### src/bpp_regs.svh
// register offsets, reset values and timing counts of the pin ports
`ifndef BPP_REGS_SVH
`define BPP_REGS_SVH

`define BPP_NARROW_PORT_ADDR     5'h05
`define BPP_FIRST_WIDE_ADDR      5'h06
`define BPP_SECOND_WIDE_ADDR     5'h07
`define BPP_NARROW_WIDTH         4
`define BPP_WIDE_WIDTH           8
`define BPP_DIR_RESET            8'hFF
`define BPP_NARROW_UNUSED        4'h0
`define BPP_CLK_NS               50
`define BPP_INSTR_NS             200
`define BPP_CLKS_PER_INSTR       (`BPP_INSTR_NS / `BPP_CLK_NS)

`endif

### src/bpp_pkg.sv
// types shared by the pin port block
package bpp_pkg;
	// same time units as the bench, so no unit is left to tool defaults
	timeunit 1ns;
	timeprecision 1ps;

	typedef logic [7:0] bpp_byte_t;

	// port selector carried by the direction-load instruction
	typedef enum logic [1:0] {
		BPP_SEL_NARROW,
		BPP_SEL_FIRST,
		BPP_SEL_SECOND,
		BPP_SEL_NONE
	} bpp_sel_e;

	// instruction-cycle phase
	typedef enum logic [1:0] {
		BPP_PH_Q1,
		BPP_PH_Q2,
		BPP_PH_Q3,
		BPP_PH_Q4
	} bpp_phase_e;
endpackage

### src/bpp_ports.sv
// general-purpose pin ports: one 4-bit port and two 8-bit ports
`include "bpp_regs.svh"
module bpp_ports #(
	parameter bit HAS_SECOND_PORT = 1'b1
) (
	input  wire logic       clk_i,
	input  wire logic       resetn_i,
	input  wire logic       reg_wr_i,
	input  wire logic       reg_rd_i,
	input  wire logic [4:0] reg_addr_i,
	input  wire logic [7:0] reg_wdata_i,
	input  wire logic       dir_load_i,
	input  wire logic [1:0] dir_sel_i,
	output logic      [7:0] reg_rdata_o,
	output logic            reg_hit_o,
	output logic            cycle_start_o,
	input  wire logic [3:0] narrow_port_pins_i,
	output logic      [3:0] narrow_port_pins_o,
	output logic      [3:0] narrow_port_pins_oe_o,
	input  wire logic [7:0] first_wide_port_pins_i,
	output logic      [7:0] first_wide_port_pins_o,
	output logic      [7:0] first_wide_port_pins_oe_o,
	input  wire logic [7:0] second_wide_port_pins_i,
	output logic      [7:0] second_wide_port_pins_o,
	output logic      [7:0] second_wide_port_pins_oe_o
);
	// same time units as the bench, so no unit is left to tool defaults
	timeunit 1ns;
	timeprecision 1ps;

	typedef struct packed {
		bpp_pkg::bpp_phase_e phase;
		logic                cyc_start;
		logic [7:0]          rdata;
		logic                hit;
		logic [7:0]          gp_reg;
	} top_s;

	top_s st_r;
	top_s st_nxt;

	logic       cycle_end;
	logic       cycle_start;
	logic       wr_narrow;
	logic       wr_first;
	logic       wr_second;
	logic       dl_narrow;
	logic       dl_first;
	logic       dl_second;
	logic [3:0] rd_narrow;
	logic [7:0] rd_first;
	logic [7:0] rd_second;

	// four clocks make one instruction cycle; enables mark its edges
	assign cycle_end   = (st_r.phase == bpp_pkg::BPP_PH_Q4);
	assign cycle_start = (st_r.phase == bpp_pkg::BPP_PH_Q1);

	// address and selector decode
	assign wr_narrow = reg_wr_i && (reg_addr_i == `BPP_NARROW_PORT_ADDR);
	assign wr_first  = reg_wr_i && (reg_addr_i == `BPP_FIRST_WIDE_ADDR);
	assign wr_second = reg_wr_i && (reg_addr_i == `BPP_SECOND_WIDE_ADDR) && HAS_SECOND_PORT;
	assign dl_narrow = dir_load_i && (dir_sel_i == 2'(bpp_pkg::BPP_SEL_NARROW));
	assign dl_first  = dir_load_i && (dir_sel_i == 2'(bpp_pkg::BPP_SEL_FIRST));
	assign dl_second = dir_load_i && (dir_sel_i == 2'(bpp_pkg::BPP_SEL_SECOND)) && HAS_SECOND_PORT;

	bpp_pin_port #(.WIDTH(`BPP_NARROW_WIDTH)) u_narrow (
		.clk_i         (clk_i),
		.resetn_i      (resetn_i),
		.cycle_end_i   (cycle_end),
		.cycle_start_i (cycle_start),
		.wr_i          (wr_narrow),
		.dir_load_i    (dl_narrow),
		.wdata_i       (reg_wdata_i[3:0]),
		.pin_i         (narrow_port_pins_i),
		.pin_o         (narrow_port_pins_o),
		.pin_oe_o      (narrow_port_pins_oe_o),
		.rdata_o       (rd_narrow)
	);

	bpp_pin_port #(.WIDTH(`BPP_WIDE_WIDTH)) u_first (
		.clk_i         (clk_i),
		.resetn_i      (resetn_i),
		.cycle_end_i   (cycle_end),
		.cycle_start_i (cycle_start),
		.wr_i          (wr_first),
		.dir_load_i    (dl_first),
		.wdata_i       (reg_wdata_i),
		.pin_i         (first_wide_port_pins_i),
		.pin_o         (first_wide_port_pins_o),
		.pin_oe_o      (first_wide_port_pins_oe_o),
		.rdata_o       (rd_first)
	);

	// on the small variant the second port is never written or loaded, so it stays floating
	bpp_pin_port #(.WIDTH(`BPP_WIDE_WIDTH)) u_second (
		.clk_i         (clk_i),
		.resetn_i      (resetn_i),
		.cycle_end_i   (cycle_end),
		.cycle_start_i (cycle_start),
		.wr_i          (wr_second),
		.dir_load_i    (dl_second),
		.wdata_i       (reg_wdata_i),
		.pin_i         (second_wide_port_pins_i),
		.pin_o         (second_wide_port_pins_o),
		.pin_oe_o      (second_wide_port_pins_oe_o),
		.rdata_o       (rd_second)
	);

	// phase counter, read mux and plain data register
	always_comb begin
		st_nxt           = st_r;
		st_nxt.cyc_start = (st_r.phase == bpp_pkg::BPP_PH_Q4);
		case (st_r.phase)
			bpp_pkg::BPP_PH_Q1: st_nxt.phase = bpp_pkg::BPP_PH_Q2;
			bpp_pkg::BPP_PH_Q2: st_nxt.phase = bpp_pkg::BPP_PH_Q3;
			bpp_pkg::BPP_PH_Q3: st_nxt.phase = bpp_pkg::BPP_PH_Q4;
			default:            st_nxt.phase = bpp_pkg::BPP_PH_Q1;
		endcase
		// small variant: address acts as an ordinary storage byte
		if (!HAS_SECOND_PORT && reg_wr_i && cycle_end && (reg_addr_i == `BPP_SECOND_WIDE_ADDR)) begin
			st_nxt.gp_reg = reg_wdata_i;
		end
		st_nxt.hit = 1'b0;
		// direction registers have no read path at all
		if (reg_rd_i) begin
			case (reg_addr_i)
				`BPP_NARROW_PORT_ADDR: begin
					st_nxt.rdata = {`BPP_NARROW_UNUSED, rd_narrow};
					st_nxt.hit   = 1'b1;
				end
				`BPP_FIRST_WIDE_ADDR: begin
					st_nxt.rdata = rd_first;
					st_nxt.hit   = 1'b1;
				end
				`BPP_SECOND_WIDE_ADDR: begin
					st_nxt.rdata = HAS_SECOND_PORT ? rd_second : st_r.gp_reg;
					st_nxt.hit   = 1'b1;
				end
				default: begin
					st_nxt.rdata = 8'h00;
				end
			endcase
		end
	end

	always_ff @(posedge clk_i or negedge resetn_i) begin
		if (!resetn_i) begin
			st_r <= '0;
		end else begin
			st_r <= st_nxt;
		end
	end

	assign reg_rdata_o   = st_r.rdata;
	assign reg_hit_o     = st_r.hit;
	assign cycle_start_o = st_r.cyc_start;
endmodule

### src/bpp_pin_port.sv
// one pin port: output latch, direction register, pin synchroniser
`include "bpp_regs.svh"
module bpp_pin_port #(
	parameter int WIDTH = 8
) (
	input  wire logic             clk_i,
	input  wire logic             resetn_i,
	input  wire logic             cycle_end_i,
	input  wire logic             cycle_start_i,
	input  wire logic             wr_i,
	input  wire logic             dir_load_i,
	input  wire logic [WIDTH-1:0] wdata_i,
	input  wire logic [WIDTH-1:0] pin_i,
	output logic      [WIDTH-1:0] pin_o,
	output logic      [WIDTH-1:0] pin_oe_o,
	output logic      [WIDTH-1:0] rdata_o
);
	// same time units as the bench, so no unit is left to tool defaults
	timeunit 1ns;
	timeprecision 1ps;

	typedef struct packed {
		logic [WIDTH-1:0] latch;
		logic [WIDTH-1:0] dir;
		logic [WIDTH-1:0] sync1;
		logic [WIDTH-1:0] sync2;
		logic [WIDTH-1:0] sample;
		logic [WIDTH-1:0] oe;
	} port_s;

	port_s st_r;
	port_s st_nxt;

	// next-state logic
	always_comb begin
		st_nxt       = st_r;
		st_nxt.sync1 = pin_i;
		st_nxt.sync2 = st_r.sync1;
		// pins are not latched; level taken fresh at each cycle start
		if (cycle_start_i) begin
			st_nxt.sample = st_r.sync2;
		end
		// latch loads even when the pin is an input
		if (wr_i && cycle_end_i) begin
			st_nxt.latch = wdata_i;
		end
		if (dir_load_i && cycle_end_i) begin
			st_nxt.dir = wdata_i;
		end
		// one direction bit per pin; a set bit floats the pin
		st_nxt.oe = ~st_nxt.dir;
	end

	// state register; direction resets to all inputs
	always_ff @(posedge clk_i or negedge resetn_i) begin
		if (!resetn_i) begin
			st_r        <= '0;
			st_r.dir    <= WIDTH'(`BPP_DIR_RESET);
		end else begin
			st_r <= st_nxt;
		end
	end

	assign pin_o    = st_r.latch;
	assign pin_oe_o = st_r.oe;
	assign rdata_o  = st_r.sample;
endmodule

### config.mk
export PLATFORM = sky130hd
export DESIGN_NAME = bpp_ports
export DESIGN_NICKNAME = d
export VERILOG_FILES = /design/src/bpp_pkg.sv /design/src/bpp_ports.sv /design/src/bpp_pin_port.sv
export VERILOG_INCLUDE_DIRS = /design/src
export SDC_FILE = /design/constraint.sdc
export NUM_CORES = 1
export LEC_CHECK = 0
export BUFFER_PORTS_ARGS = -buffer_cell sky130_fd_sc_hd__buf_2
export CORE_ASPECT_RATIO = 2
export CORE_MARGIN = 10
export CORE_UTILIZATION = 49
export DETAILED_ROUTE_END_ITERATION = 10
export PLACE_DENSITY = 0.74
export SYNTH_ARGS = -nofsm -noshare
export SYNTH_HDL_FRONTEND = slang
export SYNTH_SLANG_ARGS = --single-unit
### constraint.sdc
create_clock -name clk_i -period 1.5 [get_ports clk_i]
set_input_delay 0 -clock clk_i [delete_from_list [all_inputs] [get_ports clk_i]]
set_output_delay 0 -clock clk_i [all_outputs]
set_load 0.03 [all_outputs]
==> metrics, run 1 <==
Via density=between 4 and 5; LEAKAGE=~0.0031 uW; vias after detailed routing=between 2000 and 3000; Max Fclk=663 MHz; TritonCTS clock tree=done; number of port buffers=89; NetSw=approximately 2100 uW; placed inst area=0.00532 mm^2; detailed placer's ending HPWL=6800 um; TritonRoute pass-1 iters=4; Max Slew Vio Count=0; root buf cell=clkbuf_16; die area=0.0146 mm^2; H-tree depth=4; Post-Syn Nets=roughly 350; number of synthesized flops with an enable pin=0; critical path data required time=1.78 ns; # clock sinks=132; Post-synth ARST share=1.00; hold_ws=0.0628 ns; max cap viols=0; Clk pwr share=0.446; Antenna Diode Count=0; I/O Pins=90; Yosys cell types=23; status=complete, but fails checks; unrepaired setup endpoints after global routing=yes; register area share after synthesis=0.680; design area=0.00635 mm^2; switching share of power=0.239; Die W=90.7 um; sequential share of power=0.452; FF+latch count, synth=132; initial drt markers=75; Worst setup SP type=register; Syn Area/Cell=between 15 and 20 um^2; Main synth FF type=dfrtp_1; Syn Std Cell Area=0.00489 mm^2; Cells after Synth=310; minimum clock period=1.51 ns; vias in the first global route=just over 3000; count leader, synth=dfrtp_1; Area contributors post-synth=dfrtp_1 57%, dfstp_2 11%, mux2_2 10%; crit-path max FO=8; Pint=6800 uW; YS warnings=0; Critical Path AT=1.79 ns; clock skew=0.00521 ns; share of Yosys cell area claimed by the top area cell type=0.573; Final Cycle Share=1.01; leading area contributor after synthesis=dfrtp_1; Slew Limit Headroom=0.752; first-pass GRT wire length=15900 um; Setup TNS=-0.0263 ns; Final nets=453; Initial Util=0.501; DR WL/cell=17.2 um; Setup-failing EPs final=5; HP Class=in -> reg; placement row count=51; pin count of the biggest net entering global routing=74; Die Y-Extent=161 um; drt total wl=9530 um; most frequent cells after synthesis=112 x dfrtp_1, 48 x buf_4, 44 x mux2_2, 28 x mux2i_1; layout cells sized above 1=0.515; Setup CP Type=reg -> reg; Worst-Skew Late Latency=roughly 0.4 ns; crit path capture type=register; Max VDD drop=1240 uV; initial antenna violation count=0; measured slew at the worst slew-check pin=around 0.37 ns; min setup slack post-route=-0.00757 ns; clk slew on worst S/H paths=0.06 ns; total track usage=0.140; GRT overflow=0; Logic pwr share=0.102; DR DRC count=0; Placer Congestion=between 0.8 and 0.9; ANT nets after route=0; core area=0.00976 mm^2; power per standard cell area=around 1400 mW/mm^2; deepest clock path buffer count=2; final number of hold-violating endpoints=0; violated checks=setup timing; area delta synth->final=29.8%; CTS Buf Count=17
-- registers in the layout (all words and copies together) (netlist names), 4 cells and up --
signal and count:
u_first.st_nxt 8, u_second.pin_oe_o 8, reg_rdata_o 8, u_first.pin_oe_o 8, u_narrow.pin_o 4, u_second.pin_o 8
u_narrow.pin_oe_o 4, u_second.rdata_o 8, u_narrow.rdata_o 4, u_first.pin_o 8, u_narrow.st_nxt 4, u_second.st_nxt 8
u_first.rdata_o 8, u_second.st_r 16, u_narrow.st_r 8, u_first.st_r 16
-- power by group through the flow --
stage | clock [uW] | sequential (uW) | combinational [uW]
floorplan | 0 | 4050 | 653
global placement | 0 | 4070 | 801
detailed placement | 0 | 4080 | 823
CTS | 4080 | 4030 | 897
global route | 4240 | 4070 | 984
finish | 3980 | 4040 | 912
-- stage by stage --
stage	setup WS, ns	utilization	std cells	total power (uW)
after detailed placement	-0.0882	0.545	490	4910
after floorplan	-0.0473	-	310	4700
after global routing	-0.0782	0.650	555	9300
after CTS	-0.0322	0.641	554	9000
after global placement	-0.0218	0.545	490	4870
final	-0.00757	0.650	555	8940
-- layout make-up --
cell class                 count  area [um^2]
timing repair buffer         134          971
multi-input combinational    105         1220
clock buffer                  20          457
fill                         704         3410
sequential                   132         3330
tap                          132          165
inverter                      20         75.1
clock inverter                12          130
-- metal layers --
layer	vias to the layer above	GRT usage	wire length, um
li1	1197	-	-
met1	1356	0.140	3360
met2	67	0.247	5420
met3	13	0.0525	529
met4	0	0.0735	221
met5	-	0	0
-- cell families (layout without fill, tap and decap cells) --
family | after synthesis | in the layout | synth area share
flops | 132 | 132 | 0.680
simple gates | 22 | 22 | 0.0432
fa+ha+maj | 3 | 3 | 0.00767
mux | 72 | 72 | 0.159
buf+inv | 73 | 186 | 0.0949
compound gates | 8 | 8 | 0.0153
-- path summary, 6_finish.rpt --
path,from,to,slack (ns),cells after the start
max in group asynchronous,resetn_i,u_narrow.st_r[17]$_DFF_PN1_,0.97,3
worst max register to register,st_r[18]$_DFF_PN0_,u_second.pin_o[1]$_DFFE_PN0P_,-0.008,6
min in group asynchronous,resetn_i,u_second.pin_oe_o[7]$_DFF_PN0_,0.16,3
worst min-delay path,dir_sel_i[1],u_narrow.pin_oe_o[2]$_DFF_PN0_,0.06,4
worst max-delay path,st_r[18]$_DFF_PN0_,u_second.pin_o[1]$_DFFE_PN0P_,-0.008,6
worst min register to register,u_first.st_nxt[18]$_DFF_PN0_,u_first.st_r[18]$_DFF_PN0_,0.34,0
-- worst max-delay path, stage by stage, from the launching register on --
cell and delay, ns:
dfrtp_1 0.40, ha_4 0.17, buf_6 0.10, nand4_4 0.07
nor3_4 0.16, buf_12 0.16, mux2_2 0.33
-- layout by cell type, fill, tap and decap left out, types with 2 or more instances in the layout --
| cell type | netlist | routed |
|---|---|---|
| dfrtp_1 | 112 | 112 |
| buf_2 | 2 | 88 |
| mux2_2 | 44 | 35 |
| dlygate4sd3_1 | 0 | 31 |
| mux2i_1 | 28 | 20 |
| dfstp_2 | 20 | 20 |
| inv_1 | 20 | 19 |
| clkbuf_16 | 0 | 17 |
| mux2_4 | 0 | 9 |
| buf_12 | 0 | 8 |
| mux2i_4 | 0 | 5 |
| clkinvlp_4 | 0 | 5 |
| buf_4 | 48 | 5 |
| o2bb2ai_1 | 4 | 4 |
| nor3_1 | 4 | 4 |
| a221o_1 | 4 | 4 |
| nand4b_1 | 3 | 3 |
| mux2i_2 | 0 | 3 |
| nor3_4 | 3 | 3 |
| nor2_1 | 3 | 3 |
| clkinv_2 | 0 | 3 |
| nand2_1 | 2 | 2 |
| or2_2 | 2 | 2 |
| clkbuf_8 | 0 | 2 |
| bufinv_16 | 0 | 2 |
| buf_6 | 1 | 2 |
-- timing repair --
item,in CTS,in global routing
hold endpoints to repair,213,0
gates cloned,0,0
pin swaps,1,1
hold buffers,31,0
endpoints found under the setup margin,22,39
gates resized for setup,9,17
setup buffers,1,1
(Power assumes the default switching activity.)
==> run 2: changes to the inputs <==
--- a/config.mk
+++ b/config.mk
@@ -9,9 +9,10 @@
 export BUFFER_PORTS_ARGS = -buffer_cell sky130_fd_sc_hd__buf_2
 export CORE_ASPECT_RATIO = 2
 export CORE_MARGIN = 10
-export CORE_UTILIZATION = 49
+export CORE_UTILIZATION = 50
 export DETAILED_ROUTE_END_ITERATION = 10
-export PLACE_DENSITY = 0.74
+export PLACE_DENSITY = 0.75
 export SYNTH_ARGS = -nofsm -noshare
 export SYNTH_HDL_FRONTEND = slang
+export SYNTH_HIERARCHICAL = 1
 export SYNTH_SLANG_ARGS = --single-unit
==> metrics, run 2 <==
Die Y-Extent=164 um (was 161 um); detailed placer's ending HPWL=6880 um (was 6800 um); ANT nets after route=0 (unchanged); Post-synth ARST share=1.00 (unchanged); I/O Pins=90 (unchanged); placed inst area=0.00538 mm^2 (was 0.00532 mm^2); first-pass GRT wire length=15900 um (about the same); minimum clock period=1.46 ns (was 1.51 ns); vias after detailed routing=2705 (was 2633); pin count of the biggest net entering global routing=36 (was 74); layout cells sized above 1=0.538 (was 0.515); Setup-failing EPs final=0 (was 5); TritonRoute pass-1 iters=3 (was 4); final number of hold-violating endpoints=0 (unchanged); Area contributors post-synth=dfrtp_1 54%, mux2_2 13%, dfstp_2 10% (was dfrtp_1 57%, dfstp_2 11%, mux2_2 10%); Main synth FF type=dfrtp_1 (unchanged); H-tree depth=4 (unchanged); register area share after synthesis=0.640 (was 0.680); count leader, synth=dfrtp_1 (unchanged); CTS Buf Count=17 (unchanged); measured slew at the worst slew-check pin=0.477 ns (was 0.372 ns); max cap viols=0 (unchanged); # clock sinks=132 (unchanged); Syn Std Cell Area=0.00520 mm^2 (was 0.00489 mm^2); HP Class=in -> reg (unchanged); Via density=4.76 (was 4.74); Cells after Synth=343 (was 310); total track usage=0.138 (was 0.140); number of synthesized flops with an enable pin=0 (unchanged); DR WL/cell=17.3 um (was 17.2 um); design area=0.00636 mm^2 (was 0.00635 mm^2); Final Cycle Share=0.970 (was 1.01); number of port buffers=89 (unchanged); Critical Path AT=1.75 ns (was 1.79 ns); unrepaired setup endpoints after global routing=yes (unchanged); most frequent cells after synthesis=112 x dfrtp_1, 68 x buf_4, 62 x mux2_2, 20 x dfstp_2, 20 x mux2i_1 (was 112 x dfrtp_1, 48 x buf_4, 44 x mux2_2, 28 x mux2i_1); crit-path max FO=8 (unchanged); most common cell after layout, fill and taps aside=dfrtp_1 (unchanged); Die W=92.1 um (was 90.7 um); YS warnings=6 (was 0); Syn Area/Cell=15.2 um^2 (was 15.8 um^2); Worst-Skew Late Latency=0.41 ns (was 0.40 ns); CP Cell Sequence=dlygate4sd3_1, buf_2, nor4bb_2, buf_4, nand2_1, nor2_1, nand2_2, mux2_2 (was ha_4, buf_6, nand4_4, nor3_4, buf_12, mux2_2); TritonCTS clock tree=done (unchanged); Slew Limit Headroom=0.682 (was 0.752); Max VDD drop=1290 uV (was 1240 uV); LEAKAGE=0.00317 uW (was 0.00306 uW); Setup CP Type=in -> reg (was reg -> reg); initial antenna violation count=0 (unchanged); Yosys cell types=28 (was 23); area delta synth->final=22.3% (was 29.8%); most frequent cells in the layout=112 x dfrtp_1, 88 x buf_2, 62 x mux2_2 (was 112 x dfrtp_1, 88 x buf_2, 35 x mux2_2); fillers=765 (was 704); crit-path max cell delay=0.52 ns (was 0.40 ns); initial drt markers=63 (was 75); placement row count=52 (was 51); CP Buf/Inv Count=3 (was 2); share of Yosys cell area claimed by the top area cell type=0.539 (was 0.573); crit path capture type=register (unchanged); drt total wl=9800 um (was 9530 um); Crit path max-delay family=buffers and inverters (was flip-flops); DR DRC count=0 (unchanged); power per standard cell area=1450 mW/mm^2 (was 1410 mW/mm^2); GRT overflow=0 (unchanged); FF+latch count, synth=132 (unchanged); clk slew on worst S/H paths=0.05 ns (was 0.06 ns); Crit-path slowest cell=dlygate4sd3_1 (was dfrtp_1); Post-Syn Nets=386 (was 353); deepest clock path buffer count=2 (unchanged); Max Fclk=687 MHz (was 663 MHz); Max Slew Vio Count=0 (unchanged); leading area contributor after synthesis=dfrtp_1 (unchanged); Antenna Diode Count=0 (unchanged); status=complete, no violations (was complete, but fails checks); critical path data required time=1.79 ns (was 1.78 ns); die area=0.0151 mm^2 (was 0.0146 mm^2); core area=0.0101 mm^2 (was 0.00976 mm^2); post-layout util=0.626 (was 0.650); Placer Congestion=0.800 (was 0.802); root buf cell=clkbuf_16 (unchanged); Worst setup SP type=input pin (was register); Initial Util=0.512 (was 0.501); vias in the first global route=3140 (was 3097); hold_ws=0.0829 ns (was 0.0628 ns); clock skew=0.00584 ns (was 0.00521 ns); Final nets=464 (was 453)
run 2: layout make-up:
type | count | area, um^2 | area share
Inverter | 11 | 41.3 | 0.00649
Clock inverter | 13 | 184 | 0.0289
Sequential cell | 132 | 3330 | 0.523
Tap cell | 135 | 169 | 0.0266
Timing Repair Buffer | 134 | 916 | 0.144
Multi-Input combinational cell | 125 | 1280 | 0.201
Clock buffer | 18 | 439 | 0.0691
run 2: worst paths after layout:
kind	endpoint	slack, ns	depth (start not counted)	startpoint
worst max-delay path	u_first/pin_o[4]$_DFFE_PN0P_	0.04	8	reg_addr_i[1]
worst min-delay path	u_narrow/pin_oe_o[3]$_DFF_PN0_	0.08	4	dir_sel_i[0]
worst max register to register	register	0.07	3	st_r[19]$_DFF_PN0_
worst min register to register	u_second/st_r[20]$_DFF_PN0_	0.35	0	u_second/st_nxt[20]$_DFF_PN0_
max in group asynchronous	asynchronous set/reset pin	0.80	3	resetn_i
min in group asynchronous	u_narrow/pin_oe_o[2]$_DFF_PN0_	0.09	2	resetn_i
run 2: through the flow:
step           std cells  setup slack (ns)  total power [uW]  setup TNS (ns)
3_5_place_dp         502           -0.0310              4960          -0.230
5_1_grt              568           -0.0454              9560          -0.247
2_1_floorplan        343             0.126              4780               0
6_report             568            0.0448              9220               0
3_3_place_gp         502            0.0304              4930               0
4_1_cts              565            0.0303              9330               0
run 2: routing by layer:
metal	routed length [um]	global-route usage
met4	262	0.0705
met1	3370	0.125
met3	596	0.0608
met5	0	0
met2	5580	0.249
run 2: what timing repair did:
item	in CTS	in global routing
hold buffers	32	0
setup endpoints to repair	18	16
resized for setup	1	2
setup buffers	0	3
gates cloned	0	0
hold endpoints to repair	205	0
run 2: where the power goes:
part / total, uW / internal (uW) / switching, uW
sequential: 4040 / 3920 / 122
combinational: 914 / 374 / 540
clock: 4260 / 2810 / 1460
run 2: kinds of logic (layout without fill, tap and decap cells):
family,count (synthesis),count (layout),synth area share
buffers and inverters,86,176,0.116
AND/OR/NAND/NOR,21,21,0.0286
AO/OA/AOI/OAI,13,13,0.0178
flip-flops,132,132,0.640
adder cells (fa/ha/maj),3,3,0.00722
multiplexers,88,88,0.190
run 2: tightest hold or removal path: cells and delay by family:
kind	cells	cell delay, ns
buffers and inverters	1	0.10
multiplexers	1	0.10
AND/OR/NAND/NOR	2	0.24
